$ cat config.mk
export PLATFORM = sky130hd
export DESIGN_NAME = tac_core
export DESIGN_NICKNAME = d
export VERILOG_FILES = /design/src/logic/tac_pkg.sv /design/src/logic/tac_core.sv /design/src/logic/tac_src_pick.sv
export VERILOG_INCLUDE_DIRS = /design/src /design/src/logic
export SDC_FILE = /design/constraint.sdc
export NUM_CORES = 1
export LEC_CHECK = 0
export ABC_AREA = 0
export BUFFER_PORTS_ARGS = -buffer_cell sky130_fd_sc_hd__buf_2
export CORE_MARGIN = 2
export CORE_UTILIZATION = 40
export DETAILED_ROUTE_END_ITERATION = 12
export HOLD_SLACK_MARGIN = 0.02
export SYNTH_ARGS = -nofsm -noshare
export SYNTH_HDL_FRONTEND = slang
export SYNTH_HIERARCHICAL = 1
export SYNTH_SLANG_ARGS = --single-unit
$ cat constraint.sdc
create_clock -name core_clk_i -period 5.7 [get_ports core_clk_i]
set_input_delay 1.14 -clock core_clk_i [delete_from_list [all_inputs] [get_ports core_clk_i]]
set_output_delay 1.14 -clock core_clk_i [all_outputs]
set_load 0.01 [all_outputs]
$ cat src/logic/tac_params.svh
// Purpose: Constants shared by the transfer activation control block.
// Assumes: Byte addresses on the register port, 32-bit data.
// Notes: Descriptor mode fields sit in the upper half of descriptor word 0.
`ifndef TAC_PARAMS_SVH
`define TAC_PARAMS_SVH

`define TAC_OFS_ACT_EN 8'h00
`define TAC_OFS_SOFT 8'h04
`define TAC_OFS_BASE 8'h08
`define TAC_OFS_STBY 8'h0c
`define TAC_OFS_STAT 8'h10

`define TAC_SOFT_FLAG_BIT 8
`define TAC_STBY_A_BIT 0
`define TAC_STBY_B_BIT 1
`define TAC_STBY_RST 2'h3
`define TAC_ACT_EN_RST 32'h0000_0000

`define TAC_VEC_TABLE 32'h0000_0400
`define TAC_DESC_STRIDE 32'h0000_000c

`define TAC_M_SSTEP 14
`define TAC_M_DSTEP 12
`define TAC_M_MODE 10
`define TAC_M_SIZE 8
`define TAC_M_CHAIN 7
`define TAC_M_IRQSEL 6

`define TAC_STEP_FIXED 2'h0
`define TAC_STEP_INC 2'h2
`define TAC_STEP_DEC 2'h3
`define TAC_SZ_BYTE 2'h0
`define TAC_SZ_WORD 2'h1
`define TAC_SZ_LONG 2'h2

`endif

$ cat src/logic/tac_pkg.sv
// Purpose: Types of the transfer activation control block.
// Assumes: Constants come from tac_params.svh.
// Notes: State codes follow a Gray sequence along the normal path.
package tac_pkg;

	typedef enum logic [2:0] {
		TAC_IDLE = 3'h0,
		TAC_VEC = 3'h1,
		TAC_DESC = 3'h3,
		TAC_DRD = 3'h2,
		TAC_DWR = 3'h6,
		TAC_WB = 3'h7,
		TAC_FIN = 3'h5
	} tac_state_e;

	typedef logic [31:0] tac_word_t;

endpackage

$ cat src/logic/tac_core.sv
// Purpose: Activation, descriptor fetch, transfer and completion control.
// Assumes: Memory answers a read in the cycle after it samples the request.
// Notes: Standby freezes the engine in place, standing in for a stopped clock.
`timescale 1ns/10ps
`include "tac_params.svh"

module tac_core #(
	parameter int N_SRC = 8,
	parameter int VEC_W = 8,
	parameter logic [31:0] VEC_TABLE_BASE = `TAC_VEC_TABLE
) (
	input wire logic core_clk_i,
	input wire logic reset_n_i,
	input wire logic [7:0] reg_addr_i,
	input wire logic [31:0] reg_wdata_i,
	input wire logic reg_wr_i,
	input wire logic reg_rd_i,
	output logic [31:0] reg_rdata_o,
	input wire logic [N_SRC-1:0] src_req_i,
	output logic [N_SRC-1:0] src_clr_o,
	output logic [N_SRC-1:0] cpu_irq_o,
	output logic soft_end_irq_o,
	output logic mem_req_o,
	output logic mem_we_o,
	output logic [1:0] mem_size_o,
	output logic [31:0] mem_addr_o,
	output logic [31:0] mem_wdata_o,
	input wire logic [31:0] mem_rdata_i,
	output logic busy_o,
	output logic standby_o
);

	localparam int SRC_W = (N_SRC > 1) ? $clog2(N_SRC) : 1;
	tac_pkg::tac_state_e state_r;
	logic [1:0] ph_r, idx_r, stop_r;
	logic act_soft_r, soft_flag_r, soft_armed_r, standby_r, busy_r;
	logic [VEC_W-1:0] act_vec_r, soft_vec_r;
	logic [15:0] d_mode_r, d_cnt_r, base_r;
	tac_pkg::tac_word_t d_ptr_r, d_src_r, d_dst_r, data_r;
	logic [N_SRC-1:0] act_en_r;

	logic pend_any, start_irq, start_soft, irq_due, chain, fin_last;
	logic is_rd, is_wr, acc_ok, wr_en, rd_en;
	logic [SRC_W-1:0] pend_idx;
	logic [15:0] cnt_nxt;
	logic [N_SRC-1:0] act_onehot;
	tac_pkg::tac_word_t acc_addr, acc_wdata, src_nxt, dst_nxt;

	tac_src_pick #(
		.N_SRC(N_SRC),
		.SRC_W(SRC_W)
	) u_pick (
		.pend_i(src_req_i & act_en_r),
		.any_o(pend_any),
		.idx_o(pend_idx)
	);

	function automatic tac_pkg::tac_word_t step_addr(
		input tac_pkg::tac_word_t a,
		input logic [1:0] step,
		input logic [1:0] size
	);
		tac_pkg::tac_word_t unit;
		unit = (size == `TAC_SZ_LONG) ? 32'h0000_0004 :
			(size == `TAC_SZ_WORD) ? 32'h0000_0002 : 32'h0000_0001;
		case (step)
			`TAC_STEP_INC: step_addr = a + unit;
			`TAC_STEP_DEC: step_addr = a - unit;
			default: step_addr = a;
		endcase
	endfunction

	// The clear pulse of the last completion is still in flight while the
	// peripheral flag is high, so a new source start waits for it to land; a soft start does not.
	always_comb begin
		start_irq = (state_r == tac_pkg::TAC_IDLE) && !standby_r &&
			pend_any && (src_clr_o == '0);
		start_soft = (state_r == tac_pkg::TAC_IDLE) && !standby_r &&
			!start_irq && soft_armed_r;
		cnt_nxt = d_cnt_r - 16'h0001;
		chain = d_mode_r[`TAC_M_CHAIN];
		irq_due = d_mode_r[`TAC_M_IRQSEL] || (cnt_nxt == 16'h0000);
		fin_last = (state_r == tac_pkg::TAC_FIN) && !standby_r && !chain;
		is_rd = (state_r == tac_pkg::TAC_VEC) ||
			(state_r == tac_pkg::TAC_DESC) || (state_r == tac_pkg::TAC_DRD);
		is_wr = (state_r == tac_pkg::TAC_DWR) || (state_r == tac_pkg::TAC_WB);
		src_nxt = step_addr(d_src_r, d_mode_r[`TAC_M_SSTEP +: 2],
			d_mode_r[`TAC_M_SIZE +: 2]);
		dst_nxt = step_addr(d_dst_r, d_mode_r[`TAC_M_DSTEP +: 2],
			d_mode_r[`TAC_M_SIZE +: 2]);
		act_onehot = '0;
		act_onehot[act_vec_r[SRC_W-1:0]] = 1'b1;
		acc_addr = d_ptr_r + {28'h0, idx_r, 2'h0};
		acc_wdata = data_r;
		case (state_r)
			tac_pkg::TAC_VEC:
				acc_addr = VEC_TABLE_BASE +
					{{(30 - VEC_W){1'b0}}, act_vec_r, 2'h0};
			tac_pkg::TAC_DRD: acc_addr = d_src_r;
			tac_pkg::TAC_DWR: acc_addr = d_dst_r;
			tac_pkg::TAC_WB: begin
				if (idx_r == 2'h0) begin
					acc_wdata = {d_mode_r, cnt_nxt};
				end else if (idx_r == 2'h1) begin
					acc_wdata = src_nxt;
				end else begin
					acc_wdata = dst_nxt;
				end
			end
			default: ;
		endcase
	end

	// Engine: each read takes issue, wait and capture; a write takes two.
	always_ff @(posedge core_clk_i or negedge reset_n_i) begin
		if (!reset_n_i) begin
			state_r <= tac_pkg::TAC_IDLE;
			ph_r <= 2'h0;
			idx_r <= 2'h0;
			act_soft_r <= 1'b0;
			act_vec_r <= '0;
			d_ptr_r <= 32'h0000_0000;
			d_mode_r <= 16'h0000;
			d_cnt_r <= 16'h0000;
			d_src_r <= 32'h0000_0000;
			d_dst_r <= 32'h0000_0000;
			data_r <= 32'h0000_0000;
			mem_req_o <= 1'b0;
			mem_we_o <= 1'b0;
			mem_size_o <= 2'h0;
			mem_addr_o <= 32'h0000_0000;
			mem_wdata_o <= 32'h0000_0000;
			busy_r <= 1'b0;
		end else if (!standby_r) begin
			if (start_irq) begin
				act_soft_r <= 1'b0;
				act_vec_r <= VEC_W'(pend_idx);
				state_r <= tac_pkg::TAC_VEC;
				busy_r <= 1'b1;
			end else if (start_soft) begin
				act_soft_r <= 1'b1;
				act_vec_r <= soft_vec_r;
				state_r <= tac_pkg::TAC_VEC;
				busy_r <= 1'b1;
			end
			if (is_rd || is_wr) begin
				if (ph_r == 2'h0) begin
					mem_req_o <= 1'b1;
					mem_we_o <= is_wr;
					mem_size_o <= is_wr || state_r == tac_pkg::TAC_DRD ?
						((state_r == tac_pkg::TAC_WB) ? `TAC_SZ_LONG :
						d_mode_r[`TAC_M_SIZE +: 2]) : `TAC_SZ_LONG;
					mem_addr_o <= acc_addr;
					mem_wdata_o <= acc_wdata;
					ph_r <= 2'h1;
				end else if (ph_r == 2'h1 && is_rd) begin
					mem_req_o <= 1'b0;
					ph_r <= 2'h2;
				end else begin
					mem_req_o <= 1'b0;
					mem_we_o <= 1'b0;
					ph_r <= 2'h0;
					case (state_r)
						tac_pkg::TAC_VEC: begin
							d_ptr_r <= {base_r, mem_rdata_i[15:0]};
							idx_r <= 2'h0;
							state_r <= tac_pkg::TAC_DESC;
						end
						tac_pkg::TAC_DESC: begin
							idx_r <= idx_r + 2'h1;
							if (idx_r == 2'h0) begin
								d_mode_r <= mem_rdata_i[31:16];
								d_cnt_r <= mem_rdata_i[15:0];
							end else if (idx_r == 2'h1) begin
								d_src_r <= mem_rdata_i;
							end else begin
								d_dst_r <= mem_rdata_i;
								state_r <= tac_pkg::TAC_DRD;
							end
						end
						tac_pkg::TAC_DRD: begin
							data_r <= mem_rdata_i;
							state_r <= tac_pkg::TAC_DWR;
						end
						tac_pkg::TAC_DWR: begin
							idx_r <= 2'h0;
							state_r <= tac_pkg::TAC_WB;
						end
						default: begin
							idx_r <= idx_r + 2'h1;
							if (idx_r == 2'h2) begin
								state_r <= tac_pkg::TAC_FIN;
							end
						end
					endcase
				end
			end
			if (state_r == tac_pkg::TAC_FIN) begin
				idx_r <= 2'h0;
				if (chain) begin
					d_ptr_r <= d_ptr_r + `TAC_DESC_STRIDE;
					state_r <= tac_pkg::TAC_DESC;
				end else begin
					state_r <= tac_pkg::TAC_IDLE;
					busy_r <= 1'b0;
				end
			end
		end
	end

	// Completion pulses toward peripherals and the CPU interrupt controller.
	always_ff @(posedge core_clk_i or negedge reset_n_i) begin
		if (!reset_n_i) begin
			src_clr_o <= '0;
			cpu_irq_o <= '0;
			soft_end_irq_o <= 1'b0;
		end else begin
			src_clr_o <= '0;
			cpu_irq_o <= '0;
			soft_end_irq_o <= 1'b0;
			if (fin_last && !act_soft_r) begin
				if (irq_due) begin
					cpu_irq_o <= act_onehot;
				end else begin
					src_clr_o <= act_onehot;
				end
			end
			if (fin_last && act_soft_r && irq_due) begin
				soft_end_irq_o <= 1'b1;
			end
		end
	end

	assign acc_ok = !standby_r || (reg_addr_i == `TAC_OFS_STBY);
	assign wr_en = reg_wr_i && acc_ok;
	assign rd_en = reg_rd_i && acc_ok;

	// A software write wins over a hardware clear in the same cycle.
	always_ff @(posedge core_clk_i or negedge reset_n_i) begin
		if (!reset_n_i) begin
			act_en_r <= N_SRC'(`TAC_ACT_EN_RST);
		end else if (wr_en && reg_addr_i == `TAC_OFS_ACT_EN) begin
			act_en_r <= reg_wdata_i[N_SRC-1:0];
		end else if (fin_last && !act_soft_r && irq_due) begin
			act_en_r <= act_en_r & ~act_onehot;
		end
	end

	always_ff @(posedge core_clk_i or negedge reset_n_i) begin
		if (!reset_n_i) begin
			soft_flag_r <= 1'b0;
			soft_armed_r <= 1'b0;
			soft_vec_r <= '0;
		end else begin
			if (wr_en && reg_addr_i == `TAC_OFS_SOFT) begin
				soft_flag_r <= reg_wdata_i[`TAC_SOFT_FLAG_BIT];
				soft_armed_r <= reg_wdata_i[`TAC_SOFT_FLAG_BIT];
				soft_vec_r <= reg_wdata_i[VEC_W-1:0];
			end else begin
				if (start_soft) begin
					soft_armed_r <= 1'b0;
				end
				if (fin_last && act_soft_r && !irq_due) begin
					soft_flag_r <= 1'b0;
				end
			end
		end
	end

	always_ff @(posedge core_clk_i or negedge reset_n_i) begin
		if (!reset_n_i) begin
			base_r <= 16'h0000;
		end else if (wr_en && reg_addr_i == `TAC_OFS_BASE) begin
			base_r <= reg_wdata_i[31:16];
		end
	end

	always_ff @(posedge core_clk_i or negedge reset_n_i) begin
		if (!reset_n_i) begin
			stop_r <= `TAC_STBY_RST;
			standby_r <= 1'b1;
		end else if (reg_wr_i && reg_addr_i == `TAC_OFS_STBY) begin
			stop_r <= reg_wdata_i[1:0];
			standby_r <= reg_wdata_i[`TAC_STBY_A_BIT] &&
				reg_wdata_i[`TAC_STBY_B_BIT];
		end
	end

	// Read data stands for one cycle only; refused reads return zero.
	always_ff @(posedge core_clk_i or negedge reset_n_i) begin
		if (!reset_n_i) begin
			reg_rdata_o <= 32'h0000_0000;
		end else begin
			reg_rdata_o <= 32'h0000_0000;
			if (rd_en) begin
				case (reg_addr_i)
					`TAC_OFS_ACT_EN: reg_rdata_o <= 32'(act_en_r);
					`TAC_OFS_SOFT: reg_rdata_o <= {23'h0, soft_flag_r,
						soft_vec_r};
					`TAC_OFS_BASE: reg_rdata_o <= {base_r, 16'h0000};
					`TAC_OFS_STBY: reg_rdata_o <= {30'h0, stop_r};
					`TAC_OFS_STAT: reg_rdata_o <= {16'h0, act_vec_r, 3'h0,
						state_r, standby_r, busy_r};
					default: reg_rdata_o <= 32'h0000_0000;
				endcase
			end
		end
	end

	assign busy_o = busy_r;
	assign standby_o = standby_r;

endmodule

$ cat src/logic/tac_src_pick.sv
// Purpose: Picks the lowest numbered pending and enabled activation source.
// Assumes: Inputs come from logic on the same clock.
// Notes: Purely combinational; lower index has higher priority.
`timescale 1ns/10ps
module tac_src_pick #(
	parameter int N_SRC = 8,
	parameter int SRC_W = 3
) (
	input wire logic [N_SRC-1:0] pend_i,
	output logic any_o,
	output logic [SRC_W-1:0] idx_o
);

	always_comb begin
		any_o = 1'b0;
		idx_o = '0;
		for (int i = N_SRC - 1; i >= 0; i--) begin
			if (pend_i[i]) begin
				any_o = 1'b1;
				idx_o = SRC_W'(i);
			end
		end
	end

endmodule
======== After elaboration in Yosys (flattened, before gate mapping) ========
Cells that the tools add are included.
storage, ports and cells
  flip-flop bits (word level) ............. 331
  output and inout bits ................... 119
operators by class
  $add $sub $neg .......................... 9
  $lt $le $gt $ge ......................... 2
  equal/unequal tests ..................... 23
  multiplexer cells ....................... 76
  bitwise logic cells ..................... 8
  reductions and logical operators ........ 54
operator list
  cell                                                                   number
  32-bit 2-to-1 mux                                                      10
  32-bit one-hot mux with 5 select lines                                 1
  32-bit one-hot mux with 2 select lines                                 2
  32-bit one-hot mux with 3 select lines                                 1
  8-bit 2-to-1 mux                                                       8
  3-bit 2-to-1 mux                                                       18
  32-bit by 3-bit adder with 32-bit output                               1
  32-bit adder                                                           1
  32-bit by 4-bit adder with 32-bit output                               1
  32-bit by 4-bit adder with 32-bit output (second input constant)       1
  32-bit by 3-bit subtractor with 32-bit output                          1
  32-bit subtractor                                                      1
  1-bit 2-to-1 mux                                                       23
  1-bit logical AND                                                      21
  2-bit 2-to-1 mux                                                       10
  8-bit AND                                                              2
  8-bit by 4-bit == test with 1-bit output (second input constant)       2
  16-bit logical NOT                                                     1
  8-bit logical NOT                                                      2
  16-bit by 1-bit subtractor with 16-bit output (second input constant)  1
  7-bit AND reduction                                                    2
  11-bit by 10-bit adder with 12-bit output (first input constant)       1
  2-bit == test (second input constant)                                  6
  3-bit one-hot mux with 4 select lines                                  1
  other kinds (25)                                                       54

======== Logic depth before layout (Yosys ltp) ========
  depth after elaboration ................. 23
  depth in mapped cells ................... 18
  mapped depth without buffers ............ 15

======== By module ========
The synthesis kept the hierarchy.
by module, submodules not included
  module        instances  cells each  area each (µm²)  sequential area each (µm²)
  tac_core      1          2093        19632.6          8261.7
  tac_src_pick  1          13          80.1             0.0

======== Worst setup path after synthesis ========
OpenSTA, ideal clock, no wires.
  path type ............................... reg-to-reg
  from .................................... register d_mode_r[15]
  to ...................................... register mem_wdata_o[16]
  arrival time ............................ 3943 ps
  required time ........................... 5582 ps
  slack ................................... 1639 ps
  stages on the path, launching flop included .. 16
  period minus slack after synthesis ...... 4061 ps
  path through ............................ dfrtp_1 -> clkbuf_1 -> clkbuf_1 -> clkbuf_1 -> nand2_1 -> inv_1 -> ha_1 -> a211oi_1 -> nor2_1 -> o41ai_1 -> a21oi_1 -> o31a_1 -> or3_1 -> a31oi_1 -> nor4_1 -> a21o_1
on the way
  cells in the longest elaborated chain, start to end .. 5
RTL lines
  item                                        line             source
  from (decl)                                 tac_core.sv:38   logic [15:0] d_mode_r, d_cnt_r, base_r;
  from (signal assigned)                      tac_core.sv:172  d_mode_r <= mem_rdata_i[31:16];
  2-bit == test                               tac_core.sv:66   case (step)
  32-bit one-hot mux with 2 select lines (*)  tac_core.sv:66
  32-bit 2-to-1 mux (*)                       tac_core.sv:104  end else if (idx_r == 2'h1) begin
  32-bit 2-to-1 mux (*)                       tac_core.sv:102  if (idx_r == 2'h0) begin
  32-bit 2-to-1 mux (*)                       tac_core.sv:95   case (state_r)
  to (signal assigned)                        tac_core.sv:154  mem_wdata_o <= acc_wdata;
  to (decl)                                   tac_core.sv:27   output logic [31:0] mem_wdata_o,
Mark *: on every way between the ends. The rest lies on a longest branch, timed or not.
A chain may end at the register's enable or synchronous reset.

======== Worst setup path in the final report ========
  from .................................... register d_mode_r[12]
  to ...................................... register mem_wdata_o[28]
on the way
  cells in the longest elaborated chain, start to end .. 5
RTL lines
  item                                    line
  2-bit == test                           tac_core.sv:66
  32-bit one-hot mux with 2 select lines  tac_core.sv:66
  32-bit 2-to-1 mux                       tac_core.sv:104
  32-bit 2-to-1 mux (*)                   tac_core.sv:102
  32-bit 2-to-1 mux (*)                   tac_core.sv:95
Marks and branches as above.

==> flow_results.xml <==
<?xml version="1.0" encoding="UTF-8"?>
<metrics>
  <group name="sta">
    <metric name="setup_viol_count_final" unit="">0</metric>
    <metric name="maxSlewHeadroom" unit="%">14.6</metric>
    <metric name="timing_max_transition_violations_final" unit="">0</metric>
    <metric name="tightest_slew" unit="ns">1.28</metric>
    <metric name="timing.clock.skew" unit="ns">0.0202</metric>
    <metric name="post_route_setup_tns" unit="ns">0</metric>
    <metric name="final_hold_viol_count" unit="">0</metric>
    <metric name="min_cycle_time_layout" unit="ns">4.46</metric>
    <metric name="grt_setup_unrepaired" unit="">false</metric>
    <metric name="hold_ws" unit="ns">0.476</metric>
    <metric name="final_period_util" unit="%">78.2</metric>
    <metric name="achievable-frequency" unit="MHz">224</metric>
  </group>
  <group name="synth">
    <metric name="asyncSetResetFlopFracSynth" unit="%">100</metric>
    <metric name="netlist_instances" unit="">2106</metric>
    <metric name="yosys_register_bits" unit="">330</metric>
    <metric name="synth_edf_count" unit="">0</metric>
    <metric name="synthesis.nets" unit="">2265</metric>
    <metric name="synth_ff_type" unit="">sky130_fd_sc_hd__dfrtp_1</metric>
    <metric name="syn-cell-area" unit="mm²">0.0197</metric>
    <metric name="yosysWarningCount" unit="">6</metric>
    <metric name="synth_cell_types" unit="">78</metric>
    <metric name="synthesis.area_per_instance" unit="µm²">9.36</metric>
    <metric name="synth_seq_area_share" unit="%">41.9</metric>
  </group>
  <group name="cts">
    <metric name="clock_insertion_delay_worst_skew" unit="ns">0.58</metric>
    <metric name="cts_sinks" unit="">330</metric>
    <metric name="post_cts_resize_count" unit="">0</metric>
    <metric name="post-cts-setup-buffer-count" unit="">0</metric>
    <metric name="postCtsHoldBufs" unit="">0</metric>
    <metric name="cts-root-to-sink-buffers" unit="">3</metric>
    <metric name="cts_inserted_buffers" unit="">39</metric>
    <metric name="cts_tree" unit="">yes</metric>
    <metric name="cts_root_buffer" unit="">sky130_fd_sc_hd__clkbuf_16</metric>
    <metric name="cts_max_level" unit="">2</metric>
    <metric name="cts.clk_slew.worst_paths" unit="ns">0.06</metric>
  </group>
  <group name="drt">
    <metric name="drt_first_iter_violations" unit="">1888</metric>
    <metric name="via_count" unit="">17400</metric>
    <metric name="antenna_violating_nets_post_route" unit="">0</metric>
    <metric name="detail_route.wl_per_cell" unit="µm">22.7</metric>
    <metric name="totalWireLength" unit="µm">66800</metric>
    <metric name="route.detailed.vias_per_inst" unit="">5.91</metric>
    <metric name="drc_errors" unit="">0</metric>
    <metric name="drt_pass1_iterations" unit="">9</metric>
  </group>
  <group name="cells_and_area">
    <metric name="layout.nets" unit="">2405</metric>
    <metric name="final_core_utilization" unit="%">46.6</metric>
    <metric name="drive_gt1_share" unit="%">20.7</metric>
    <metric name="final_cell_area" unit="mm²">0.0227</metric>
    <metric name="layout_commonest_cell" unit="">sky130_fd_sc_hd__dfrtp_1</metric>
    <metric name="fillers" unit="">4645</metric>
    <metric name="layout.cells.most_common_list" unit="">sky130_fd_sc_hd__dfrtp_1 (326), sky130_fd_sc_hd__nand2_1 (198), sky130_fd_sc_hd__buf_2 (194)</metric>
    <metric name="area_growth_syn_to_layout" unit="%">15.3</metric>
  </group>
  <group name="setup_path">
    <metric name="arrival" unit="ns">4.91</metric>
    <metric name="worst_path_largest_cell_delay" unit="ns">0.74</metric>
    <metric name="required" unit="ns">6.16</metric>
    <metric name="timing.critical_path.slowest_stage_cell" unit="">sky130_fd_sc_hd__inv_1</metric>
    <metric name="critical_path.most_common_cell" unit="">sky130_fd_sc_hd__a21oi_1</metric>
    <metric name="start_kind" unit="">flip-flop</metric>
    <metric name="crit_path_end_kind" unit="">flip-flop</metric>
    <metric name="crit_chain" unit="">nand2_1 -&gt; inv_1 -&gt; ha_1 -&gt; o21ai_0 -&gt; a21oi_1 -&gt; o2111ai_1 -&gt; a21oi_1 -&gt; a21oi_1 -&gt; o21ai_1 -&gt; a2111oi_0 -&gt; a31oi_1 -&gt; a221o_1</metric>
    <metric name="critPathKind" unit="">reg2reg</metric>
    <metric name="critical_path.max_fanout" unit="">21</metric>
  </group>
  <group name="job">
    <metric name="timing.max_cap.violations" unit="">0</metric>
  </group>
  <group name="min_path">
    <metric name="worstHoldPathType" unit="">reg2reg</metric>
  </group>
  <group name="global_routing">
    <metric name="antenna_found_initial" unit="">1</metric>
    <metric name="number_of_global_route_vias_before_repair" unit="">16600</metric>
    <metric name="overflow" unit="">0</metric>
    <metric name="grt_pass1_wl" unit="µm">102000</metric>
    <metric name="track_usage" unit="%">26.1</metric>
    <metric name="pin_count_of_the_biggest_net_entering_global_routing" unit="">141</metric>
  </group>
  <group name="placement">
    <metric name="placement_cell_area" unit="mm²">0.0213</metric>
    <metric name="detailedPlacementHpwl" unit="µm">47100</metric>
    <metric name="port-buffer-count" unit="">195</metric>
    <metric name="gp_congestion" unit="">0.923</metric>
  </group>
  <group name="power_and_ir_drop">
    <metric name="power_leakage" unit="nW">10.6</metric>
    <metric name="cellPowerDensity" unit="mW/mm²">343</metric>
    <metric name="ir_worst_vdd" unit="µV">268</metric>
    <metric name="total_power_consumption" unit="mW">7.79</metric>
  </group>
  <group name="floorplanning">
    <metric name="io_pins" unit="">203</metric>
    <metric name="row_count" unit="">81</metric>
    <metric name="die_height" unit="µm">226</metric>
    <metric name="floorplan.core_area" unit="mm²">0.0487</metric>
    <metric name="die-area" unit="mm²">0.0511</metric>
    <metric name="initial_core_util" unit="%">40.4</metric>
    <metric name="die_width" unit="µm">226</metric>
  </group>
  <group name="run_status">
    <metric name="outcome" unit="">finished, final reports clean</metric>
  </group>
</metrics>
==> worst max-delay path, delay by kind of cell, from the launching register on <==
| family | cells | cell delay, ns |
|---|---|---|
| and+or+nand+nor | 1 | 0.17 |
| adders and majority gates | 1 | 0.42 |
| buffers and inverters | 1 | 0.74 |
| AOI/OAI and AO/OA | 9 | 2.55 |
| DFF | 1 | 0.46 |
==> metal layers <==
| metal | wire, µm | GRT usage [%] | vias to the layer above | part of all wire [%] |
|---|---|---|---|---|
| met5 | 0 | 0 | - | 0 |
| met2 | 30300 | 41.0 | 658 | 45 |
| met1 | 29900 | 36.6 | 8650 | 45 |
| met4 | 1800 | 7.46 | 0 | 2.7 |
| li1 | - | - | 7982 | - |
| met3 | 4820 | 4.97 | 87 | 7.2 |
==> metrics by stage <==
step                setup slack, ns  cells
detailed placement             1.32   2869
CTS                            1.30   2938
global placement               1.36   2869
finish                         1.24   2939
global route                  0.868   2938
floorplan                      1.64   2106
==> synthesized netlist by cell type, types with 49 or more instances <==
cell,count,area share [%]
sky130_fd_sc_hd__mux2i_1,50,2.5
sky130_fd_sc_hd__xnor2_1,52,2.3
sky130_fd_sc_hd__nand2_1,198,3.8
sky130_fd_sc_hd__dfrtp_1,327,42
sky130_fd_sc_hd__a21oi_1,155,3.9
sky130_fd_sc_hd__ha_1,72,4.6
sky130_fd_sc_hd__nor3_1,49,1.2
sky130_fd_sc_hd__mux2_2,157,9.0
sky130_fd_sc_hd__o21ai_0,115,2.9
sky130_fd_sc_hd__nand3_1,73,1.9
sky130_fd_sc_hd__clkbuf_1,105,2.0
sky130_fd_sc_hd__nor2_1,185,3.5
==> cells by family after synthesis <==
kind of cell | count (synthesis) | synth area share, %
compound gates | 563 | 18.6
xor+xnor | 82 | 3.64
fa+ha+maj | 75 | 4.87
buf+inv | 165 | 3.16
flops | 330 | 41.9
mux | 207 | 11.5
simple gates | 684 | 16.3
==> power by group <==
group,total (mW),switching (mW),internal [mW]
logic,2.11,1.37,0.736
clock network,2.76,1.08,1.68
registers,2.92,0.272,2.65
total,7.79,2.72,5.07
==> state kept, by name (all words and copies together), names as in the netlist, 16 cells and up <==
register     cells
d_dst_r         32
d_cnt_r         16
mem_wdata_o     32
mem_addr_o      32
reg_rdata_o     32
d_mode_r        16
d_src_r         32
data_r          32
d_ptr_r         32
base_r          16
==> path summary, 6_finish.rpt <==
kind                                           start                          end  slack [ns]  cells after the start
min in group asynchronous                  reset_n_i       cpu_irq_o[0]$_DFF_PN0_        0.50                      1
hold reg to reg            mem_addr_o[0]$_DFFE_PN0P_    mem_addr_o[0]$_DFFE_PN0P_        0.48                      2
max in group asynchronous                  reset_n_i       d_ptr_r[9]$_DFFE_PN0N_        4.04                      2
setup reg to reg            d_mode_r[12]$_DFFE_PN0P_  mem_wdata_o[28]$_DFFE_PN0P_        1.24                     12
setup / recovery            d_mode_r[12]$_DFFE_PN0P_  mem_wdata_o[28]$_DFFE_PN0P_        1.24                     12
hold / removal             mem_addr_o[0]$_DFFE_PN0P_    mem_addr_o[0]$_DFFE_PN0P_        0.48                      2
==> final cells by class <==
| class | instances | area [µm²] | area share (%) |
|---|---|---|---|
| Clock inverter | 19 | 337 | 1.48 |
| Tap cell | 664 | 831 | 3.66 |
| Timing Repair Buffer | 219 | 1190 | 5.24 |
| Inverter | 45 | 169 | 0.743 |
| Sequential cell | 330 | 8260 | 36.4 |
| Multi-Input combinational cell | 1611 | 10900 | 47.8 |
| Clock buffer | 50 | 1060 | 4.65 |
| Antenna cell | 1 | 2.50 | 0.0110 |
No activity file was read; power rests on OpenSTA's default activity.
